===== src/shared/gpt_pkg.sv =====
/*
 * constants for the general-purpose 8-bit timer and event counter.
 * assumes a 32-bit apb slave; each printed offset is a register index,
 * the byte address is four times the index.
 */
package gpt_pkg;
    // ************************************************
    // widths
    // ************************************************
    localparam int unsigned GPT_ADDR_W = 12;
    localparam int unsigned GPT_CNT_W = 8;
    localparam int unsigned GPT_PRE_W = 6;
    // ************************************************
    // register indices and byte addresses
    // ************************************************
    localparam logic [GPT_ADDR_W-1:0] GPT_IDX_INTCTL = 12'h04E;
    localparam logic [GPT_ADDR_W-1:0] GPT_IDX_CTL = 12'h16A;
    localparam logic [GPT_ADDR_W-1:0] GPT_IDX_EVC = 12'h16B;
    localparam logic [GPT_ADDR_W-1:0] GPT_IDX_TMC = 12'h16C;
    localparam logic [GPT_ADDR_W-1:0] GPT_IDX_TMR = 12'h16D;
    localparam logic [GPT_ADDR_W-1:0] GPT_ADR_INTCTL = GPT_IDX_INTCTL << 2;
    localparam logic [GPT_ADDR_W-1:0] GPT_ADR_CTL = GPT_IDX_CTL << 2;
    localparam logic [GPT_ADDR_W-1:0] GPT_ADR_EVC = GPT_IDX_EVC << 2;
    localparam logic [GPT_ADDR_W-1:0] GPT_ADR_TMC = GPT_IDX_TMC << 2;
    localparam logic [GPT_ADDR_W-1:0] GPT_ADR_TMR = GPT_IDX_TMR << 2;
    // ************************************************
    // reset values
    // ************************************************
    localparam logic [7:0] GPT_RST_INTCTL = 8'hF0;
    localparam logic [7:0] GPT_RST_CTL = 8'h30;
    localparam logic [7:0] GPT_RST_CNT = 8'h00;
    localparam logic [7:0] GPT_CNT_ONE = 8'h01;
    localparam logic [7:0] GPT_CNT_MAX = 8'hFF;
    localparam logic [GPT_PRE_W-1:0] GPT_PRE_ONE = 6'h01;
    localparam logic [GPT_PRE_W-1:0] GPT_PRE_ZERO = 6'h00;
    // ************************************************
    // field positions
    // ************************************************
    localparam int unsigned GPT_B_TEN = 0;
    localparam int unsigned GPT_B_TFLG = 1;
    localparam int unsigned GPT_B_EEN = 2;
    localparam int unsigned GPT_B_EFLG = 3;
    localparam logic [3:0] GPT_INT_HI = 4'hF;
    localparam int unsigned GPT_B_TRUN = 3;
    localparam int unsigned GPT_B_EEDGE = 4;
    localparam int unsigned GPT_B_ESTOP = 5;
    localparam logic [7:0] GPT_CTL_MASK = 8'h3F;
    // ************************************************
    // timer clock select codes
    // ************************************************
    localparam logic [2:0] GPT_SEL_TB = 3'h6;
    localparam logic [2:0] GPT_SEL_EXT = 3'h7;
endpackage


===== src/hw/gpt_top.sv =====
/*
 * general-purpose 8-bit auto-reload timer and 8-bit event counter
 * behind an apb slave, with one shared interrupt request.
 * assumes inputs synchronous to mclk except the two count pins,
 * and a one-cycle soft_reset pulse for break, watchdog and trap.
 */
`timescale 1ns/1ps

// Contract
// timer is 8-bit up counter, overflow requests
// overflow reloads timer from reload register
// low three control bits pick timer clock
// control low nibble timer, bits 5:4 event
// any reset clears timer and stops it
// any reset clears reload register
// control register resets to 30h
// external select counts timer pin edges
// stop mode, external timer counts falling edges
// stop mode change may add one count
// event counter 8-bit, overflow requests
// control bits 5:4 pick event clock
// any reset clears event counter, stops
// event counter counts its pin edges
// stop mode, event counts falling edges
// both requests share one interrupt output
// interrupt bit 0 enables timer request
// interrupt bit 1 shows timer request
// interrupt bit 2 enables event request
// interrupt bit 3 shows event request
// interrupt register resets to f0h
// flags set always, gated, cleared by zero
// pins synchronised, edges found in mclk
module gpt_top
    import gpt_pkg::*;
#(
    parameter int unsigned PRE_W = GPT_PRE_W
) (
    input wire logic mclk,
    input wire logic resetn,
    input wire logic soft_reset,
    input wire logic stop_mode,
    input wire logic time_base_clock,
    input wire logic external_timer_clock_pin,
    input wire logic external_event_clock_pin,
    input wire logic psel,
    input wire logic penable,
    input wire logic pwrite,
    input wire logic [GPT_ADDR_W-1:0] paddr,
    input wire logic [31:0] pwdata,
    output logic [31:0] prdata,
    output logic pready,
    output logic pslverr,
    output logic irq
);
    // ************************************************
    // state
    // ************************************************
    logic [7:0] ctl_r;
    logic [7:0] tmc_r;
    logic [7:0] tmc_nxt;
    logic [7:0] tmr_r;
    logic [7:0] evc_r;
    logic [7:0] evc_nxt;
    logic ten_r;
    logic tflg_r;
    logic een_r;
    logic eflg_r;
    logic [PRE_W-1:0] pre_r;
    logic [31:0] prdata_r;
    logic t_s1_r;
    logic t_s2_r;
    logic t_s3_r;
    logic e_s1_r;
    logic e_s2_r;
    logic e_s3_r;

    // ************************************************
    // apb decode
    // ************************************************
    wire setup = psel & ~penable;
    wire access = psel & penable;
    wire wr = access & pwrite;
    wire hit_int = (paddr == GPT_ADR_INTCTL);
    wire hit_ctl = (paddr == GPT_ADR_CTL);
    wire hit_evc = (paddr == GPT_ADR_EVC);
    wire hit_tmc = (paddr == GPT_ADR_TMC);
    wire hit_tmr = (paddr == GPT_ADR_TMR);
    wire hit_any = hit_int | hit_ctl | hit_evc | hit_tmc | hit_tmr;
    wire wr_int = wr & hit_int;
    wire wr_ctl = wr & hit_ctl;
    wire wr_evc = wr & hit_evc;
    wire wr_tmc = wr & hit_tmc;
    wire wr_tmr = wr & hit_tmr;
    wire [7:0] wbyte = pwdata[7:0];

    assign pready = 1'b1;
    assign pslverr = access & ~hit_any;
    assign prdata = prdata_r;

    // ************************************************
    // control fields
    // ************************************************
    // timer clock select in bits 2:0, run in bit 3
    wire [2:0] t_sel = ctl_r[2:0];
    wire t_run = ctl_r[GPT_B_TRUN];
    // event edge in bit 4 (1 rising), stop in bit 5
    wire e_rise_sel = ctl_r[GPT_B_EEDGE];
    wire e_run = ~ctl_r[GPT_B_ESTOP];

    // ************************************************
    // pin synchronisers
    // ************************************************
    always_ff @(posedge mclk or negedge resetn) begin
        if (!resetn) begin
            t_s1_r <= 1'b0;
            t_s2_r <= 1'b0;
            t_s3_r <= 1'b0;
            e_s1_r <= 1'b0;
            e_s2_r <= 1'b0;
            e_s3_r <= 1'b0;
        end else begin
            t_s1_r <= external_timer_clock_pin;
            t_s2_r <= t_s1_r;
            t_s3_r <= t_s2_r;
            e_s1_r <= external_event_clock_pin;
            e_s2_r <= e_s1_r;
            e_s3_r <= e_s2_r;
        end
    end

    // edge detect past the second stage only
    wire t_rise = t_s2_r & ~t_s3_r;
    wire t_fall = ~t_s2_r & t_s3_r;
    wire e_rise = e_s2_r & ~e_s3_r;
    wire e_fall = ~e_s2_r & e_s3_r;

    // stop mode forces falling edges on both pins; one edge may count at the change
    wire t_ext_tick = stop_mode ? t_fall : t_rise;
    wire e_pol_rise = e_rise_sel & ~stop_mode;
    wire e_tick = e_pol_rise ? e_rise : e_fall;

    // ************************************************
    // time base prescaler
    // ************************************************
    logic [PRE_W-1:0] taps;

    generate
        for (genvar k = 0; k < PRE_W; k++) begin : g_tap
            assign taps[k] = time_base_clock & (&pre_r[k:0]);
        end
    endgenerate

    always_ff @(posedge mclk or negedge resetn) begin
        if (!resetn) begin
            pre_r <= GPT_PRE_ZERO;
        end else if (soft_reset) begin
            pre_r <= GPT_PRE_ZERO;
        end else if (time_base_clock) begin
            pre_r <= pre_r + GPT_PRE_ONE;
        end
    end

    // codes 0..5 divide the time base by 2..64
    wire t_div_tick = (t_sel < 3'(PRE_W)) ? taps[t_sel] : 1'b0;
    wire t_src = (t_sel == GPT_SEL_EXT) ? t_ext_tick :
                 (t_sel == GPT_SEL_TB) ? time_base_clock :
                 t_div_tick;

    // ************************************************
    // counters
    // ************************************************
    wire t_tick = t_run & t_src;
    wire t_ovf = t_tick & (tmc_r == GPT_CNT_MAX) & ~wr_tmc;
    wire e_cnt = e_run & e_tick;
    wire e_ovf = e_cnt & (evc_r == GPT_CNT_MAX) & ~wr_evc;

    always_comb begin
        tmc_nxt = tmc_r;
        if (wr_tmc) begin
            tmc_nxt = wbyte;
        end else if (t_ovf) begin
            tmc_nxt = tmr_r;
        end else if (t_tick) begin
            tmc_nxt = tmc_r + GPT_CNT_ONE;
        end
    end

    always_comb begin
        evc_nxt = evc_r;
        if (wr_evc) begin
            evc_nxt = wbyte;
        end else if (e_cnt) begin
            evc_nxt = evc_r + GPT_CNT_ONE;
        end
    end

    always_ff @(posedge mclk or negedge resetn) begin
        if (!resetn) begin
            tmc_r <= GPT_RST_CNT;
            evc_r <= GPT_RST_CNT;
        end else if (soft_reset) begin
            tmc_r <= GPT_RST_CNT;
            evc_r <= GPT_RST_CNT;
        end else begin
            tmc_r <= tmc_nxt;
            evc_r <= evc_nxt;
        end
    end

    always_ff @(posedge mclk or negedge resetn) begin
        if (!resetn) begin
            tmr_r <= GPT_RST_CNT;
            ctl_r <= GPT_RST_CTL;
        end else if (soft_reset) begin
            tmr_r <= GPT_RST_CNT;
            ctl_r <= GPT_RST_CTL;
        end else begin
            if (wr_tmr) begin
                tmr_r <= wbyte;
            end
            if (wr_ctl) begin
                ctl_r <= wbyte & GPT_CTL_MASK;
            end
        end
    end

    // ************************************************
    // interrupt control
    // ************************************************
    // a write of zero clears a flag, an overflow in the same cycle wins
    wire tflg_clr = wr_int & ~wbyte[GPT_B_TFLG];
    wire eflg_clr = wr_int & ~wbyte[GPT_B_EFLG];

    always_ff @(posedge mclk or negedge resetn) begin
        if (!resetn) begin
            ten_r <= GPT_RST_INTCTL[GPT_B_TEN];
            tflg_r <= GPT_RST_INTCTL[GPT_B_TFLG];
            een_r <= GPT_RST_INTCTL[GPT_B_EEN];
            eflg_r <= GPT_RST_INTCTL[GPT_B_EFLG];
        end else if (soft_reset) begin
            ten_r <= GPT_RST_INTCTL[GPT_B_TEN];
            tflg_r <= GPT_RST_INTCTL[GPT_B_TFLG];
            een_r <= GPT_RST_INTCTL[GPT_B_EEN];
            eflg_r <= GPT_RST_INTCTL[GPT_B_EFLG];
        end else begin
            if (wr_int) begin
                ten_r <= wbyte[GPT_B_TEN];
                een_r <= wbyte[GPT_B_EEN];
            end
            tflg_r <= t_ovf | (tflg_r & ~tflg_clr);
            eflg_r <= e_ovf | (eflg_r & ~eflg_clr);
        end
    end

    wire [7:0] int_rd = {GPT_INT_HI, eflg_r, een_r, tflg_r, ten_r};

    // one shared request line for both sources
    assign irq = (tflg_r & ten_r) | (eflg_r & een_r);

    // ************************************************
    // read data
    // ************************************************
    wire [7:0] rd_sel = hit_int ? int_rd :
                        hit_ctl ? ctl_r :
                        hit_evc ? evc_r :
                        hit_tmc ? tmc_r :
                        hit_tmr ? tmr_r :
                        GPT_RST_CNT;

    always_ff @(posedge mclk or negedge resetn) begin
        if (!resetn) begin
            prdata_r <= 32'h00000000;
        end else if (setup & ~pwrite) begin
            prdata_r <= {24'h000000, rd_sel};
        end
    end
endmodule


===== config.mk =====
export PLATFORM = sky130hd
export DESIGN_NAME = gpt_top
export DESIGN_NICKNAME = d
export VERILOG_FILES = /design/src/shared/gpt_pkg.sv /design/src/hw/gpt_top.sv
export SDC_FILE = /design/constraint.sdc
export NUM_CORES = 1
export LEC_CHECK = 0
export ABC_AREA = 1
export BUFFER_PORTS_ARGS = -buffer_cell sky130_fd_sc_hd__buf_2
export CAP_MARGIN = 20
export CORE_MARGIN = 4
export CORE_UTILIZATION = 54
export CTS_CLUSTER_DIAMETER = 50
export DETAILED_ROUTE_END_ITERATION = 16
export PLACE_DENSITY_LB_ADDON = 0.2
export SYNTH_ARGS = -nofsm -noshare
export SYNTH_HDL_FRONTEND = slang
export SYNTH_SLANG_ARGS = --single-unit

===== constraint.sdc =====
create_clock -name mclk -period 2.59 [get_ports mclk]
set_input_delay 0.777 -clock mclk [delete_from_list [all_inputs] [get_ports mclk]]
set_output_delay 0.777 -clock mclk [all_outputs]
set_load 0.01 [all_outputs]

======== After elaboration in Yosys (flattened, before gate mapping) ========
Cells that the tools add are included.
storage, ports and cells
  output and inout port bits .............. 35
  flip-flop bits (word level) ............. 56
cells by class
  multiplexer cells ....................... 31
  equal/unequal tests ..................... 9
  magnitude comparators ................... 2
  reductions and logical operators ........ 11
  add/subtract/negate cells ............... 3
  bitwise operators ....................... 55
operators by type and width
  kind                                                   number
  two-way mux 8 bit                                      16
  equality test 12 x 11 -> 1 bit, second input constant  4
  bitwise AND 1 bit                                      33
  adder 8 x 1 -> 8 bit, second input constant            2
  equality test 8 bit, second input constant             2
  NOT 1 bit                                              15
  equality test 12 x 9 -> 1 bit, second input constant   1
  two-way mux 1 bit                                      12
  two-way mux 6 bit                                      2
  nonzero test 2 bit                                     4
  bitwise OR 1 bit                                       7
  adder 6 x 1 -> 6 bit, second input constant            1
  equality test 3 bit, second input constant             2
  AND reduction 6 bit                                    1
  AND reduction 5 bit                                    1
  < comparator 3 x 4 -> 1 bit, second input constant     1
  AND reduction 4 bit                                    1
  nonzero test 4 bit                                     1
  binary-select mux 1 bit (select 3 bit)                 1
  < comparator 3 bit, second input constant              1
  AND reduction 3 bit                                    1
  nonzero test 3 bit                                     1
  AND reduction 2 bit                                    1

======== Logic depth before layout (Yosys ltp) ========
  word-level depth ........................ 13
  mapped depth ............................ 15
  depth with buffers taken out ............ 14

======== Least setup slack after synthesis ========
OpenSTA, ideal clock, no wires.
  path kind ............................... input port to output port
  from .................................... in paddr[1]
  to ...................................... out pslverr
  path slack .............................. 0.179 ns
  required time ........................... 1.813 ns
  arrival time ............................ 1.634 ns
  stages on the path ...................... 7
  path buffers ............................ 0
  cell sequence ........................... nor2_2 -> inv_1 -> nor3_2 -> and3_1 -> inv_1 -> nand3_1 -> nor4_1
on the way
  word-level cells in the longest chain between the ends .. 7
  elaborated cells on any way between the ends .. 11
  those cells by class .................... eq/ne: 5; bitwise: 6
ends and longest elaborated chain
  item                                                                                    RTL line                      RTL
  start, declared                                                                         gpt_top.sv:48                 input wire logic [GPT_ADDR_W-1:0] paddr,
  equality test 12 x 9 -> 1 bit / equality test 12 x 11 -> 1 bit (equally long branches)  gpt_top.sv:83, gpt_top.sv:84
  bitwise OR 1 bit (3 in series)                                                          gpt_top.sv:88                 wire hit_any = hit_int | hit_ctl | hit_evc | hit_tmc | hit_tmr;
  bitwise OR 1 bit (*)                                                                    gpt_top.sv:88
  NOT 1 bit (*)                                                                           gpt_top.sv:97                 assign pslverr = access & ~hit_any;
  bitwise AND 1 bit (*)                                                                   gpt_top.sv:97
  end, declared                                                                           gpt_top.sv:52                 output logic pslverr,
Every way passes the cells marked *; elsewhere a longest branch is shown, timed or not.

======== Worst setup path after layout ========
  from .................................... in paddr[3]
  to ...................................... out pslverr
The elaborated chain is that of the path after synthesis.

==> flow_results.xml <==
<?xml version="1.0" encoding="UTF-8"?>
<metrics>
  <group name="sta">
    <metric name="post-route-min-period" unit="ns">2.56</metric>
    <metric name="finalHoldViolations" unit="">0</metric>
    <metric name="fin_worst_hold_slack" unit="ns">0.366</metric>
    <metric name="finalSetupTns" unit="ns">0</metric>
    <metric name="drv_slew" unit="">0</metric>
    <metric name="worst_slew_margin_rel" unit="%">54.5</metric>
    <metric name="skew" unit="ns">0.0104</metric>
    <metric name="min_period_over_period" unit="%">98.8</metric>
    <metric name="finalSetupViolations" unit="">0</metric>
    <metric name="worstMarginPinSlew" unit="ns">0.682</metric>
    <metric name="max_freq" unit="GHz">0.391</metric>
  </group>
  <group name="global_routing">
    <metric name="grt_max_degree" unit="">55</metric>
    <metric name="remaining_global_route_overflow" unit="">0</metric>
    <metric name="grt_pass1_wl" unit="µm">13600</metric>
    <metric name="via_count_of_the_first_global_routing_pass" unit="">2948</metric>
    <metric name="grt_use_total" unit="%">22.3</metric>
    <metric name="grt_antenna_before_repair" unit="">0</metric>
  </group>
  <group name="clock_network">
    <metric name="clkLatencyLatePin" unit="ns">0.31</metric>
    <metric name="cts_hold_buffers" unit="">0</metric>
    <metric name="ctsHtreeMaxLevel" unit="">2</metric>
    <metric name="clockRootBuffer" unit="">sky130_fd_sc_hd__clkbuf_8</metric>
    <metric name="clk_transition_reported_paths" unit="ns">0.09</metric>
    <metric name="total_clock_sinks" unit="">54</metric>
    <metric name="cts.path.max_buffers" unit="">2</metric>
    <metric name="tritoncts_clock_tree" unit="">built</metric>
    <metric name="cts_made_buffers" unit="">5</metric>
  </group>
  <group name="placement">
    <metric name="portBuffers" unit="">39</metric>
    <metric name="gp_congestion" unit="">0.895</metric>
    <metric name="dp_wirelength" unit="µm">6400</metric>
    <metric name="postPlaceCellArea" unit="µm²">3750</metric>
  </group>
  <group name="drt">
    <metric name="totalWireLength" unit="µm">8400</metric>
    <metric name="wirelength_met1" unit="µm">3600</metric>
    <metric name="routed-via-count" unit="">3196</metric>
    <metric name="avgRoutedWirePerCell" unit="µm">13.8</metric>
    <metric name="drc" unit="">0</metric>
    <metric name="drtPass1Iterations" unit="">4</metric>
    <metric name="avg_vias_per_cell" unit="">5.24</metric>
    <metric name="dr.first_iter.drc_count" unit="">247</metric>
    <metric name="wl_met2" unit="µm">4010</metric>
    <metric name="ant_nets" unit="">0</metric>
    <metric name="wl_met3" unit="µm">663</metric>
    <metric name="top_signal_layer_used" unit="">met4</metric>
  </group>
  <group name="worst_setup_path">
    <metric name="crit_slowest_cell" unit="">sky130_fd_sc_hd__buf_2</metric>
    <metric name="cp.arrival" unit="ns">1.78</metric>
    <metric name="worst-path-max-fanout" unit="">5</metric>
    <metric name="worst_path_largest_cell_delay" unit="ns">0.18</metric>
    <metric name="criticalPathCategory" unit="">input port to output pin</metric>
    <metric name="cp_data_required_time" unit="ns">1.81</metric>
    <metric name="timing.critical_path.cells" unit="">buf_2, inv_1, nor3_4, and3_4, inv_1, nand3_2, nor4_2, buf_2</metric>
    <metric name="worst_setup_path_end_kind" unit="">output pin</metric>
    <metric name="worstSetupStartpointType" unit="">input port</metric>
  </group>
  <group name="floorplanning">
    <metric name="die_height" unit="µm">88.4</metric>
    <metric name="fp.dieArea" unit="µm²">7820</metric>
    <metric name="floorplan.die.width" unit="µm">88.4</metric>
    <metric name="top_level_ports" unit="">89</metric>
    <metric name="core_region_area" unit="µm²">6310</metric>
    <metric name="initial_utilization" unit="%">55.4</metric>
    <metric name="number_of_rows_created_at_floorplan" unit="">29</metric>
  </group>
  <group name="logic_synthesis">
    <metric name="combinational_family_with_the_most_area_after_synthesis" unit="">simple AND/OR/NAND/NOR gates</metric>
    <metric name="synth-compound-area-share" unit="%">11.5</metric>
    <metric name="ys_dominant_reg_cell" unit="">sky130_fd_sc_hd__dfrtp_1</metric>
    <metric name="yosys_register_bits" unit="">54</metric>
    <metric name="synth.avg_cell_area" unit="µm²">7.30</metric>
    <metric name="synth_mux_area_share" unit="%">0</metric>
    <metric name="ys_seq_area_share" unit="%">38.7</metric>
    <metric name="yosys_warnings" unit="">0</metric>
    <metric name="asyncSetResetFlopFracSynth" unit="%">100</metric>
    <metric name="synth_edf_count" unit="">0</metric>
    <metric name="simple_gate_share_of_the_synthesized_area" unit="%">34.2</metric>
    <metric name="yosysUniqueCellTypes" unit="">40</metric>
    <metric name="yosys.area_share.xor_xnor" unit="%">2.51</metric>
    <metric name="syn_area" unit="µm²">3490</metric>
    <metric name="synth.largest_area_cell" unit="">sky130_fd_sc_hd__dfrtp_1</metric>
    <metric name="yosys-top-cells-area" unit="">sky130_fd_sc_hd__dfrtp_1 37%, sky130_fd_sc_hd__nand2_1 16%, sky130_fd_sc_hd__nand3_1 6.7%, sky130_fd_sc_hd__buf_4 5.4%, sky130_fd_sc_hd__o21ai_0 4.9%</metric>
    <metric name="synth_fa_ha_area_share" unit="%">1.79</metric>
    <metric name="netlist.area_leader.share" unit="%">37.2</metric>
    <metric name="syn_inst" unit="">479</metric>
  </group>
  <group name="hold_path">
    <metric name="holdCritPathClass" unit="">flip-flop to flip-flop</metric>
  </group>
  <group name="finish">
    <metric name="diodes" unit="">0</metric>
    <metric name="synthToLayoutAreaGrowth" unit="%">11.8</metric>
    <metric name="final_net_count" unit="">591</metric>
    <metric name="final_design_area_no_fill" unit="µm²">3910</metric>
    <metric name="share_of_post_route_cells_with_drive_strength_above_1" unit="%">19.1</metric>
  </group>
  <group name="pwr">
    <metric name="power_density" unit="nW/µm²">459</metric>
    <metric name="vdd.ir_drop.worst" unit="mV">0.393</metric>
    <metric name="power.leakage" unit="nW">2.04</metric>
  </group>
  <group name="run">
    <metric name="max_cap_violations" unit="">0</metric>
  </group>
  <group name="outcome">
    <metric name="run_status" unit="">completed</metric>
  </group>
</metrics>
[worst max-delay path: cells and delay by family]
| family | cells | cell delay (ns) |
|---|---|---|
| buf+inv | 4 | 0.55 |
| simple gates | 4 | 0.46 |
[layout by cell type, fill, tap and decap left out, types with 2 or more instances in the layout]
cell type                  netlist  final
sky130_fd_sc_hd__nor2_4          3      4
sky130_fd_sc_hd__o21ai_1        12     12
sky130_fd_sc_hd__a21oi_1        10     10
sky130_fd_sc_hd__dfstp_2         2      2
sky130_fd_sc_hd__nand2_2         4      4
sky130_fd_sc_hd__o211ai_1        4      4
sky130_fd_sc_hd__conb_1          2     25
sky130_fd_sc_hd__dfrtp_1        52     52
sky130_fd_sc_hd__nor3_1          6      6
sky130_fd_sc_hd__nand3_1        47     45
sky130_fd_sc_hd__xor2_1          8      8
sky130_fd_sc_hd__nand3_2         4      6
sky130_fd_sc_hd__nor2_2          7      7
sky130_fd_sc_hd__inv_1          39     38
sky130_fd_sc_hd__ha_1            5      5
sky130_fd_sc_hd__nand2_1       146    146
sky130_fd_sc_hd__buf_4          25     14
sky130_fd_sc_hd__clkbuf_8        0      5
sky130_fd_sc_hd__buf_2           0     39
sky130_fd_sc_hd__o21ai_0        34     34
sky130_fd_sc_hd__inv_2           4      5
sky130_fd_sc_hd__o21bai_1        5      5
sky130_fd_sc_hd__nand4_1         2      2
sky130_fd_sc_hd__clkinv_2        0      2
sky130_fd_sc_hd__xnor2_1         2      2
sky130_fd_sc_hd__a21boi_0        2      2
sky130_fd_sc_hd__nor2_1         32     31
sky130_fd_sc_hd__or2_2           3      3
[cell type report]
cell class                      instances  area, µm²
Clock buffer                            5       68.8
Clock inverter                          3       40.0
Fill cell                             592       2410
Inverter                               45        171
Multi-Input combinational cell        373       1880
Sequential cell                        54       1350
Tap cell                               77       96.3
Timing Repair Buffer                   53        300
[stage by stage]
stage,power [mW],setup slack [ns],std cells,utilization (%)
3_5_place_dp,1.24,0.0305,601,59.5
3_3_place_gp,1.23,0.0790,601,59.5
5_1_grt,1.89,-0.0662,610,61.9
4_1_cts,1.80,0.0194,609,61.2
2_1_floorplan,1.16,0.179,502,-
6_report,1.79,0.0302,610,61.9
[registers in the layout, indices dropped and copies added, names as in the netlist, 6 cells and up]
| register | flops |
|---|---|
| tmc_r | 8 |
| pre_r | 6 |
| prdata | 8 |
| evc_r | 8 |
| tmr_r | 8 |
| ctl_r | 6 |
[cell usage after synthesis, types with 2 or more instances]
library cell,count
sky130_fd_sc_hd__a21boi_0,2
sky130_fd_sc_hd__a21oi_1,10
sky130_fd_sc_hd__buf_4,25
sky130_fd_sc_hd__clkbuf_1,3
sky130_fd_sc_hd__conb_1,2
sky130_fd_sc_hd__dfrtp_1,52
sky130_fd_sc_hd__dfstp_2,2
sky130_fd_sc_hd__ha_1,5
sky130_fd_sc_hd__inv_1,39
sky130_fd_sc_hd__inv_2,4
sky130_fd_sc_hd__nand2_1,146
sky130_fd_sc_hd__nand2_2,4
sky130_fd_sc_hd__nand3_1,47
sky130_fd_sc_hd__nand3_2,4
sky130_fd_sc_hd__nand4_1,2
sky130_fd_sc_hd__nor2_1,32
sky130_fd_sc_hd__nor2_2,7
sky130_fd_sc_hd__nor2_4,3
sky130_fd_sc_hd__nor3_1,6
sky130_fd_sc_hd__nor3_2,2
sky130_fd_sc_hd__nor4_1,2
sky130_fd_sc_hd__o211ai_1,4
sky130_fd_sc_hd__o21ai_0,34
sky130_fd_sc_hd__o21ai_1,12
sky130_fd_sc_hd__o21bai_1,5
sky130_fd_sc_hd__or2_2,3
sky130_fd_sc_hd__xnor2_1,2
sky130_fd_sc_hd__xor2_1,8
[cell families (layout without fill, tap and decap cells)]
family	count (synthesis)	in the layout
AO/OA/AOI/OAI	71	71
XOR/XNOR	10	10
adder cells (fa/ha/maj)	5	5
buffers and inverters	75	106
flip-flops	54	54
other	2	25
AND/OR/NAND/NOR	262	262
[timing repair]
action,4_1_cts,5_1_grt
endpoints found under the setup margin,0,1
buffers inserted,0,1
resized for setup,0,8
[worst paths after layout]
check	from	end	slack, ns	cells after the start
max	paddr[3]	pslverr	0.03	8
min	e_s1_r	e_s2_r	0.37	0
max reg2reg	pre_r[0]	tmc_r[4]	0.55	12
min reg2reg	e_s1_r	e_s2_r	0.37	0
max in group asynchronous	resetn	tmc_r[2]	1.55	2
min in group asynchronous	resetn	prdata[2]	0.58	2
[per-layer routing]
| metal | up-vias | track usage, % |
|---|---|---|
| li1 | 1606 | - |
| met4 | 0 | 5.63 |
| met5 | - | 0 |
| met2 | 111 | 36.7 |
| met1 | 1464 | 30.8 |
| met3 | 15 | 3.63 |
[power breakdown]
| part | internal (mW) | switching [mW] |
|---|---|---|
| Combinational | 0.101 | 0.180 |
| Sequential | 0.898 | 0.0523 |
| Clock | 0.285 | 0.277 |
Power figures use the tool's default switching activity.
